$ cat config.mk
export PLATFORM = sky130hd
export DESIGN_NAME = tpr_timer_pair
export DESIGN_NICKNAME = d
export VERILOG_FILES = /design/src/core/tpr_channel.v /design/src/core/tpr_timer_pair.v
export VERILOG_INCLUDE_DIRS = /design/src /design/src/core
export SDC_FILE = /design/constraint.sdc
export NUM_CORES = 1
export LEC_CHECK = 0
export BUFFER_PORTS_ARGS = -buffer_cell sky130_fd_sc_hd__buf_2
export CAP_MARGIN = 0
export CORE_UTILIZATION = 40
export CTS_CLUSTER_SIZE = 30
export DETAILED_ROUTE_END_ITERATION = 6
export PLACE_DENSITY = 0.55
export SLEW_MARGIN = 20
export SYNTH_ARGS = -nofsm -noshare
export SYNTH_HDL_FRONTEND = slang
export SYNTH_HIERARCHICAL = 1
export SYNTH_SLANG_ARGS = --single-unit
$ cat constraint.sdc
create_clock -name ref_clk -period 6.72 [get_ports ref_clk]
set_clock_uncertainty 0.2 [all_clocks]
set_input_delay 1.008 -clock ref_clk [delete_from_list [all_inputs] [get_ports ref_clk]]
set_output_delay 1.008 -clock ref_clk [all_outputs]
set_load 0.005 [all_outputs]
$ cat src/core/tpr_defines.vh
// constants for the dual 8-bit timer pair: offsets, fields, resets, timing
`ifndef TPR_DEFINES_VH
`define TPR_DEFINES_VH

// register map (byte offsets on the plain register port)
`define TPR_ADDR_W        4
`define TPR_OFS_RUN       4'h0
`define TPR_OFS_CMP0      4'h2
`define TPR_OFS_CMP1      4'h3
`define TPR_OFS_MODE      4'h4
`define TPR_OFS_FFCR      4'h5
`define TPR_OFS_SYS       4'h6
`define TPR_OFS_STAT      4'h7

// run register fields
`define TPR_RUN_CH0       0
`define TPR_RUN_CH1       1
`define TPR_RUN_PRE       2
`define TPR_RUN_BUFEN     7

// mode register fields
`define TPR_MODE_CK0_LO   0
`define TPR_MODE_CK1_LO   2
`define TPR_MODE_PWM_LO   4
`define TPR_MODE_OP_LO    6

// toggle control register fields
`define TPR_FF_CMD_LO     0
`define TPR_FF_IE         2
`define TPR_FF_SEL        3

// toggle commands
`define TPR_CMD_TOGGLE    2'h0
`define TPR_CMD_CLEAR     2'h1
`define TPR_CMD_SET       2'h2

// operation modes
`define TPR_OP_8BIT       2'h0
`define TPR_OP_16BIT      2'h1
`define TPR_OP_PPG        2'h2
`define TPR_OP_PWM        2'h3

// reset values
`define TPR_RST_RUN       8'h00
`define TPR_RST_MODE      8'h00
`define TPR_RST_FFCR      8'h0c
`define TPR_RST_CMP       8'h00

// prescaler: 9 bits, fed by the selected clock divided by 4
`define TPR_PRE_W         9
`define TPR_IN_DIV        2'h3
`define TPR_OSC_DIV       4'hf

`endif

$ cat src/core/tpr_channel.v
// one 8-bit up counter with compare value input and comparator
`timescale 1ns/10ps
module tpr_channel
(
  input  wire       ref_clk,
  input  wire       rst_n,
  input  wire       clk_en,
  input  wire       run,
  input  wire       tick,
  input  wire       hold_cmp,
  input  wire [7:0] cmp_val,
  output wire       match,
  output wire       ovf,
  output wire [7:0] count
);

  reg  [7:0] cnt_q;
  reg  [7:0] cnt_d;
  wire       hit_eq;

  // ==========================================================
  // comparator
  assign ovf    = tick & (cnt_q == 8'hff);
  // zero compare means "match on overflow"
  assign hit_eq = (cmp_val == 8'h00) ? ovf : (tick & (cnt_q + 8'h01 == cmp_val));
  // a compare below the count only hits after wraparound, giving a late match
  assign match  = run & ~hold_cmp & hit_eq;
  assign count  = cnt_q;

  // ==========================================================
  // counter next state
  always @*
  begin
    cnt_d = cnt_q;
    if (!run)
      cnt_d = 8'h00;
    else if (match)
      cnt_d = 8'h00;
    else if (tick)
      cnt_d = cnt_q + 8'h01;
  end

  always @(posedge ref_clk or negedge rst_n)
  begin
    if (!rst_n)
      cnt_q <= 8'h00;
    else if (clk_en)
      cnt_q <= cnt_d;
  end

endmodule // tpr_channel

$ cat src/core/tpr_timer_pair.v
// dual 8-bit timer pair with shared prescaler and toggle flip-flop
`timescale 1ns/10ps
`include "tpr_defines.vh"

// Overview of operation
// a 9-bit prescaler divides its input to make the internal timer clocks
// prescaler run bit 1 counts; 0 clears prescaler to zero and stops it
// prescaler input is system clock divided by 4; taps at 1/2,1/8,1/32,1/512
// each channel has an 8-bit up counter advanced per selected clock pulse
// channel 0 clock chosen from pin, 1/2, 1/8 or 1/32 taps
// in 16-bit mode channel 1 counts channel 0 overflows
// otherwise channel 1 clock is match0, 1/2, 1/32 or 1/512 tap
// run bit clear holds counter stopped at zero; reset clears and stops both
// match when counter equals compare; compare zero matches on overflow
// match clears counter, pulses channel request, toggles flip-flop if enabled
// channel 0 buffer enable resets to 0 (off); 1 turns it on
// buffered compare loads on PWM period overflow or PPG cycle start only
// compare and buffer share an address; buffered writes reach buffer only
// software writes low then high compare in 16-bit mode; low alone won't compare
// compare below the count while running matches only after overflow
// hardware toggles flip-flop only when invert enable is set
// reset clears the toggle flip-flop to 0
// command write 01 clears, 10 sets, 00 toggles the flip-flop
// flip-flop drives the timer output pin when pin selects timer function
// toggle source depends on mode: 8-bit select, 16-bit, PWM, PPG
// hardware plus software toggle inverts once; with software set gives 1
// software stops the timer before changing invert enable
// mode field: 00 two 8-bit, 01 16-bit, 10 PPG, 11 PWM plus timer
// hardware toggle with software clear leaves the flip-flop cleared
// clock select 0 takes gear clock; 1 takes oscillator divided by 16
module tpr_timer_pair
(
  input  wire       ref_clk,
  input  wire       rst_n,
  input  wire       clk_en,
  input  wire       gear_tick,
  input  wire       osc_tick,
  input  wire       ext_clock_pin,
  input  wire       pin_timer_func,
  input  wire [3:0] reg_addr,
  input  wire [7:0] reg_wdata,
  input  wire       reg_wr,
  input  wire       reg_rd,
  output reg  [7:0] reg_rdata,
  output wire       ch0_match_irq,
  output wire       ch1_match_irq,
  output wire       timer_output_pin
);

  // ==========================================================
  // registers
  reg  [7:0] pair_run_control_q;
  reg  [7:0] pair_mode_control_q;
  reg        toggle_invert_enable_q;
  reg        toggle_src_sel_q;
  reg        prescaler_clock_select_q;
  reg  [7:0] cmp0_q;
  reg  [7:0] cmp0_buf_q;
  reg  [7:0] cmp1_q;
  reg        cmp_hi_ok_q;
  reg        timer_toggle_ff_q;
  reg        timer_toggle_ff_d;
  reg  [1:0] in_div_q;
  reg  [3:0] osc_div_q;
  reg  [8:0] presc_q;
  reg  [8:0] presc_d;
  reg        pin_q;
  reg  [7:0] pwm_cnt_q;
  reg  [7:0] rd_d;

  wire       run0  = pair_run_control_q[`TPR_RUN_CH0];
  wire       run1  = pair_run_control_q[`TPR_RUN_CH1];
  wire       prun  = pair_run_control_q[`TPR_RUN_PRE];
  wire       bufen = pair_run_control_q[`TPR_RUN_BUFEN];
  wire [1:0] ck0   = pair_mode_control_q[`TPR_MODE_CK0_LO +: 2];
  wire [1:0] ck1   = pair_mode_control_q[`TPR_MODE_CK1_LO +: 2];
  wire [1:0] pwmc  = pair_mode_control_q[`TPR_MODE_PWM_LO +: 2];
  wire [1:0] opm   = pair_mode_control_q[`TPR_MODE_OP_LO +: 2];
  wire       m16   = (opm == `TPR_OP_16BIT);
  wire       mppg  = (opm == `TPR_OP_PPG);
  wire       mpwm  = (opm == `TPR_OP_PWM);

  wire       wr_run  = reg_wr & (reg_addr == `TPR_OFS_RUN);
  wire       wr_cmp0 = reg_wr & (reg_addr == `TPR_OFS_CMP0);
  wire       wr_cmp1 = reg_wr & (reg_addr == `TPR_OFS_CMP1);
  wire       wr_mode = reg_wr & (reg_addr == `TPR_OFS_MODE);
  wire       wr_ffcr = reg_wr & (reg_addr == `TPR_OFS_FFCR);
  wire       wr_sys  = reg_wr & (reg_addr == `TPR_OFS_SYS);

  // ==========================================================
  // prescaler input: selected source divided by 4
  // oscillator path divides by 16 before the common divide-by-4
  wire sel_tick = prescaler_clock_select_q ? (osc_tick & (osc_div_q == `TPR_OSC_DIV))
                                           : gear_tick;
  wire pre_in   = sel_tick & (in_div_q == `TPR_IN_DIV);

  always @(posedge ref_clk or negedge rst_n)
  begin
    if (!rst_n)
    begin
      in_div_q  <= 2'h0;
      osc_div_q <= 4'h0;
    end
    else if (clk_en)
    begin
      if (!prun)
      begin
        in_div_q  <= 2'h0;
        osc_div_q <= 4'h0;
      end
      else
      begin
        if (osc_tick)
          osc_div_q <= osc_div_q + 4'h1;
        if (sel_tick)
          in_div_q <= in_div_q + 2'h1;
      end
    end
  end

  // 9-bit prescaler; taps fire on the bit's falling transition
  always @*
  begin
    presc_d = presc_q;
    if (!prun)
      presc_d = 9'h000;
    else if (pre_in)
      presc_d = presc_q + 9'h001;
  end

  always @(posedge ref_clk or negedge rst_n)
  begin
    if (!rst_n)
      presc_q <= 9'h000;
    else if (clk_en)
      presc_q <= presc_d;
  end

  // one-cycle tap pulses at 1/2, 1/8, 1/32 and 1/512 of the input
  wire tap_div2   = pre_in & (presc_q[0]   == 1'b1);
  wire tap_div8   = pre_in & (presc_q[2:0] == 3'h7);
  wire tap_div32  = pre_in & (presc_q[4:0] == 5'h1f);
  wire tap_div512 = pre_in & (presc_q      == 9'h1ff);

  // ==========================================================
  // external clock pin: rising edge counts
  always @(posedge ref_clk or negedge rst_n)
  begin
    if (!rst_n)
      pin_q <= 1'b0;
    else if (clk_en)
      pin_q <= ext_clock_pin;
  end
  wire pin_rise = ext_clock_pin & ~pin_q;

  // ==========================================================
  // channel clock selection
  wire match0;
  wire match1;
  wire ovf0;
  wire ovf1;
  wire [7:0] count0;
  wire [7:0] count1;
  reg  tick0;
  reg  tick1;

  always @*
  begin
    case (ck0)
      2'h0:    tick0 = pin_rise;
      2'h1:    tick0 = tap_div2;
      2'h2:    tick0 = tap_div8;
      default: tick0 = tap_div32;
    endcase
    if (m16)
      tick1 = ovf0;
    else
      case (ck1)
        2'h0:    tick1 = match0;
        2'h1:    tick1 = tap_div2;
        2'h2:    tick1 = tap_div32;
        default: tick1 = tap_div512;
      endcase
  end

  // in 16-bit mode the low counter runs free and only the pair compares
  wire lo_full = m16 & (count1 == cmp1_q) & cmp_hi_ok_q;
  wire hold0   = m16 & ~lo_full;
  wire hold1   = m16;

  // PPG: channel 0 counter also checks channel 1's compare value
  wire [7:0] cmp1_eff = mppg ? 8'h00 : cmp1_q;

  tpr_channel u_ch0
  (
    .ref_clk  (ref_clk),
    .rst_n    (rst_n),
    .clk_en   (clk_en),
    .run      (run0),
    .tick     (tick0),
    .hold_cmp (hold0 | mpwm),
    .cmp_val  (cmp0_q),
    .match    (match0),
    .ovf      (ovf0),
    .count    (count0)
  );

  tpr_channel u_ch1
  (
    .ref_clk  (ref_clk),
    .rst_n    (rst_n),
    .clk_en   (clk_en),
    .run      (run1 & ~(m16 & match0)),
    .tick     (tick1),
    .hold_cmp (hold1 | mppg),
    .cmp_val  (cmp1_eff),
    .match    (match1),
    .ovf      (ovf1),
    .count    (count1)
  );

  // PWM period: 2^6, 2^7 or 2^8 counts of channel 0's clock
  wire [7:0] pwm_top = (pwmc == 2'h1) ? 8'h3f : (pwmc == 2'h2) ? 8'h7f : 8'hff;
  wire pwm_ovf   = mpwm & run0 & tick0 & (pwm_cnt_q == pwm_top);
  wire pwm_duty  = mpwm & run0 & tick0 & (pwm_cnt_q + 8'h01 == cmp0_q);
  // PPG: ch0 counter hits second compare, then restarts at first
  wire ppg_hi    = mppg & run0 & tick0 & (count0 + 8'h01 == cmp1_q);
  wire ppg_start = mppg & match0;

  always @(posedge ref_clk or negedge rst_n)
  begin
    if (!rst_n)
      pwm_cnt_q <= 8'h00;
    else if (clk_en)
    begin
      if (!run0 || !mpwm || pwm_ovf)
        pwm_cnt_q <= 8'h00;
      else if (tick0)
        pwm_cnt_q <= pwm_cnt_q + 8'h01;
    end
  end

  // channel requests are one-cycle pulses: ch0 on its match (PWM: period overflow, 16-bit: none), ch1 on its match (16-bit: pair match)
  assign ch0_match_irq = clk_en & (mpwm ? pwm_ovf : match0 & ~m16);
  assign ch1_match_irq = clk_en & (m16 ? match0 : match1);

  // ==========================================================
  // control registers
  always @(posedge ref_clk or negedge rst_n)
  begin
    if (!rst_n)
    begin
      pair_run_control_q       <= `TPR_RST_RUN;
      pair_mode_control_q      <= `TPR_RST_MODE;
      toggle_invert_enable_q   <= 1'b1;
      toggle_src_sel_q         <= 1'b1;
      prescaler_clock_select_q <= 1'b0;
      cmp1_q                   <= `TPR_RST_CMP;
      cmp_hi_ok_q              <= 1'b0;
    end
    else if (clk_en)
    begin
      if (wr_run)
        pair_run_control_q <= reg_wdata & 8'h87;
      if (wr_mode)
        pair_mode_control_q <= reg_wdata;
      // invert enable must only change while stopped; not guarded here
      if (wr_ffcr)
      begin
        toggle_invert_enable_q <= reg_wdata[`TPR_FF_IE];
        toggle_src_sel_q       <= reg_wdata[`TPR_FF_SEL];
      end
      if (wr_sys)
        prescaler_clock_select_q <= reg_wdata[0];
      if (wr_cmp1)
        cmp1_q <= reg_wdata;
      // low byte write disarms the pair until the high byte follows
      if (wr_cmp1)
        cmp_hi_ok_q <= 1'b1;
      else if (wr_cmp0)
        cmp_hi_ok_q <= 1'b0;
    end
  end

  // ==========================================================
  // channel 0 compare and its buffer
  wire buf_load = bufen & ((mpwm & pwm_ovf) | ppg_start);

  always @(posedge ref_clk or negedge rst_n)
  begin
    if (!rst_n)
    begin
      cmp0_q     <= `TPR_RST_CMP;
      cmp0_buf_q <= `TPR_RST_CMP;
    end
    else if (clk_en)
    begin
      if (wr_cmp0)
        cmp0_buf_q <= reg_wdata;
      if (wr_cmp0 && !bufen)
        cmp0_q <= reg_wdata;
      else if (buf_load)
        cmp0_q <= cmp0_buf_q;
    end
  end

  // ==========================================================
  // toggle flip-flop
  reg hw_tgl;
  always @*
  begin
    case (opm)
      `TPR_OP_8BIT:  hw_tgl = toggle_src_sel_q ? match1 : match0;
      `TPR_OP_16BIT: hw_tgl = match0;
      `TPR_OP_PPG:   hw_tgl = ppg_start | ppg_hi;
      default:       hw_tgl = pwm_duty | pwm_ovf;
    endcase
  end
  wire hw_inv = hw_tgl & toggle_invert_enable_q;

  always @*
  begin
    timer_toggle_ff_d = timer_toggle_ff_q;
    if (wr_ffcr)
      case (reg_wdata[`TPR_FF_CMD_LO +: 2])
        `TPR_CMD_TOGGLE: timer_toggle_ff_d = ~timer_toggle_ff_q;
        `TPR_CMD_CLEAR:  timer_toggle_ff_d = 1'b0;
        `TPR_CMD_SET:    timer_toggle_ff_d = 1'b1;
        default:         timer_toggle_ff_d = hw_inv ? ~timer_toggle_ff_q : timer_toggle_ff_q;
      endcase
    else if (hw_inv)
      timer_toggle_ff_d = ~timer_toggle_ff_q;
  end

  always @(posedge ref_clk or negedge rst_n)
  begin
    if (!rst_n)
      timer_toggle_ff_q <= 1'b0;
    else if (clk_en)
      timer_toggle_ff_q <= timer_toggle_ff_d;
  end

  assign timer_output_pin = pin_timer_func & timer_toggle_ff_q;

  // ==========================================================
  // read port: data one cycle after the strobe, zero otherwise
  always @*
  begin
    case (reg_addr)
      `TPR_OFS_RUN:  rd_d = pair_run_control_q | 8'h70;
      `TPR_OFS_CMP0: rd_d = cmp0_q;
      `TPR_OFS_CMP1: rd_d = cmp1_q;
      `TPR_OFS_MODE: rd_d = pair_mode_control_q;
      `TPR_OFS_FFCR: rd_d = {4'h0, toggle_src_sel_q, toggle_invert_enable_q, 2'h3};
      `TPR_OFS_SYS:  rd_d = {7'h00, prescaler_clock_select_q};
      `TPR_OFS_STAT: rd_d = count0;
      default:       rd_d = 8'h00;
    endcase
  end

  always @(posedge ref_clk or negedge rst_n)
  begin
    if (!rst_n)
      reg_rdata <= 8'h00;
    else if (clk_en)
      reg_rdata <= reg_rd ? rd_d : 8'h00;
  end

endmodule // tpr_timer_pair

==> metrics.md <==
| Metric | Value |
|---|---|
| Status | `finished with violations` |
| Failing checks | `DRC` |
| IO buf count | `31` |
| Hold path depth | `1` |
| Initial DRC count | `403` |
| Clock buffer depth | `2` |
| Post-CTS setup buffers | `0` |
| HP Class | `flip-flop to flip-flop` |
| R2R Path Start | `presc_q[0]$_DFFE_PN0P_` |
| Vias in the first global route | `5026` |
| Wire length per cell | `between 15 and 20 um` |
| Initial antenna violation count | `1` |
| Cts bufs inserted | `9` |
| RSZ-0062 raised after global routing | `false` |
| Number of buffers inserted by hold repair at cts | `0` |
| Leak | `2.810 nW` |
| Syn_nets | `678` |
| Least-Margin Pin Slew | `784.1 ps` |
| CP Class | `flip-flop to primary output` |
| Final Critical Period | `5922 ps` |
| Arr. time, crit path | `4710 ps` |
| GRT Util Overall | `22.26%` |
| Placer Congestion | `0.8903` |
| R2R setup slack | `1500 ps` |
| Vias | `5110` |
| Width of the die | `125.5 um` |
| Final-report max-slew violation count | `0` |
| Worst R2R Path Depth | `26` |
| H-tree depth | `3` |
| Worst Hold End | `reg_rdata[2]$_DFFE_PN0P_` |
| CORE AREA | `14700 um^2` |
| Setup violators final | `0` |
| Final nets | `700` |
| Max Clock Freq | `~170 MHz` |
| Pwr Density | `roughly 240 nW/um^2` |
| Initial core utilization | `between 40% and 50%` |
| CP required | `5510 ps` |
| Fin. Hold Viols | `0` |
| Die height | `125.5 um` |
| Final WL | `16770 um` |
| Ys Warns | `6` |
| Drt pass-1 iters | `7` |
| Cell area after synthesis | `between 6000 and 7000 um^2` |
| Layout area overhead | `9.350%` |
| Pwr Total | `1.600 mW` |
| Die Area | `15750 um^2` |
| # IOs | `32` |
| ANT nets after route | `0` |
| Largest net degree at the start of global routing | `53` |
| Clk sinks | `89` |
| Fill cell count | `1400` |
| HP Start | `reg_rdata[2]$_DFFE_PN0P_` |
| Worst vdd ir | `0.0001223 V` |
| CTS tree | `built` |
| Vias/cell | `5.984` |
| CTS resizes | `0` |
| Slew headroom | `47.67%` |
| First-pass GRT wire length | `27330 um` |
| HPWL reported at the end of detailed placement | `12310 um` |
| Insertion delay to the later sink of the worst-skew pair | `about 350 ps` |
| Grt ovf | `0` |
| Worst Setup Start Kind | `flip-flop` |
| Syn Area/Cell | `9.505 um^2` |
| Number of cell rows | `44` |
| Setup crit end kind | `primary output` |
| Layout cells sized above 1 | `approximately 20%` |
| Root Driver | `clkbuf_16` |
| Post-route DRC | `1` |
| Maxcap violations | `0` |
| Post-Syn Instances | `642` |
| CP max FO | `8` |
| Crit share post-route | `88.13%` |
| Clk slew on worst S/H paths | `60 ps` |
| Setup TNS | `0 ps` |
| R2R Path End | `timer_toggle_ff_q$_DFFE_PN0P_` |
-- power breakdown --
part / switching, mW / internal [mW]
registers: 0.119 / 0.600
clock network: 0.231 / 0.256
logic: 0.211 / 0.184
total: 0.561 / 1.04
-- layout make-up --
| cell class | instances | area, um^2 | area share [%] |
|---|---|---|---|
| antenna | 1 | 2.502 | 0.03750 |
| clock buffer | 10 | 229.0 | 3.431 |
| clock inverter | 6 | 50.05 | 0.7500 |
| inverter | 25 | 93.84 | 1.406 |
| multi-input combinational | 504 | 3650 | 54.70 |
| sequential | 89 | 2230 | 33.41 |
| tap | 184 | 230.2 | 3.450 |
| timing repair buffer | 35 | 187.7 | 2.813 |
-- per-layer routing --
metal,vias to the layer above,routed length [um],global-route usage [%]
li1,2420,-,-
met1,2538,7718,29.82
met2,124,8005,36.18
met3,28,604,2.439
met4,0,445,10.19
met5,-,0,0
-- worst max-delay path, cell delays in order (launching register included) --
cell	delay (ps)
dfrtp_1	430
ha_1	240
and3_1	170
ha_1	150
mux2_2	160
nand2_1	80
o21ai_4	170
and2_4	240
nor4b_1	260
o2111a_2	300
nand3_1	130
a21oi_1	200
buf_4	170
nand2b_1	60
a21oi_1	120
a311oi_1	60
a21oi_1	220
nor4b_1	260
o2111a_2	290
nand3_1	120
a21oi_1	200
mux2i_1	100
nor2_1	90
buf_2	130
-- placed cells by master (no fill, tap or decap), types with 4 or more instances in the layout --
cell,n
a211oi_1,4
a21oi_1,26
a22oi_1,9
and2_1,4
and3_1,13
buf_2,30
buf_4,5
clkbuf_16,9
dfrtp_1,87
ha_1,15
inv_1,25
mux2_2,38
mux2i_1,4
nand2_1,62
nand2b_1,7
nand3_1,34
nand4_1,13
nor2_1,26
nor2b_1,20
nor3_1,13
nor3b_1,4
nor4_1,6
o211ai_1,5
o21ai_0,22
o21ai_1,11
o221a_1,8
o22ai_1,7
o2bb2ai_1,11
o31ai_1,5
o31ai_2,4
or2_2,8
or3_1,10
xnor2_1,27
xor2_1,21
-- worst max-delay path by stage --
stage | depth (start not counted) | endpoint | from | slack [ps]
3_5_place_dp | 21 | ch1_match_irq | osc_tick | 800
4_1_cts | 23 | ch1_match_irq | presc_q[0]$_DFFE_PN0P_ | 750
2_1_floorplan | 19 | ch1_match_irq | osc_tick | 1340
5_1_grt | 23 | ch1_match_irq | presc_q[0]$_DFFE_PN0P_ | 280
6_report | 23 | ch1_match_irq | presc_q[0]$_DFFE_PN0P_ | 800
3_3_place_gp | 21 | ch1_match_irq | osc_tick | 950
-- flip-flops by register name, indices dropped and copies added (netlist names) --
signal	cells
in_div_q	2
u_ch0/count	8
cmp_hi_ok_q	1
cmp0_q	8
cmp0_buf_q	8
pair_mode_control_q	8
pwm_cnt_q	8
prescaler_clock_select_q	1
reg_rdata	8
presc_q	9
timer_toggle_ff_q	1
pair_run_control_q	4
cmp1_q	8
toggle_invert_enable_q	1
pin_q	1
u_ch1/count	8
toggle_src_sel_q	1
osc_div_q	4
-- stage by stage --
step	cell area (um^2)	utilization [%]	hold slack (ps)	worst slack, ps	instances
2_1_floorplan	6102	-	238.9	1338	642
3_3_place_gp	6391	43.48	265.6	947.0	837
5_1_grt	6673	45.40	307.5	276.6	854
6_report	6673	45.40	288.2	797.7	854
4_1_cts	6670	45.38	291.1	748.9	853
3_5_place_dp	6391	43.48	273.1	795.9	837
Power figures use the tool's default switching activity.
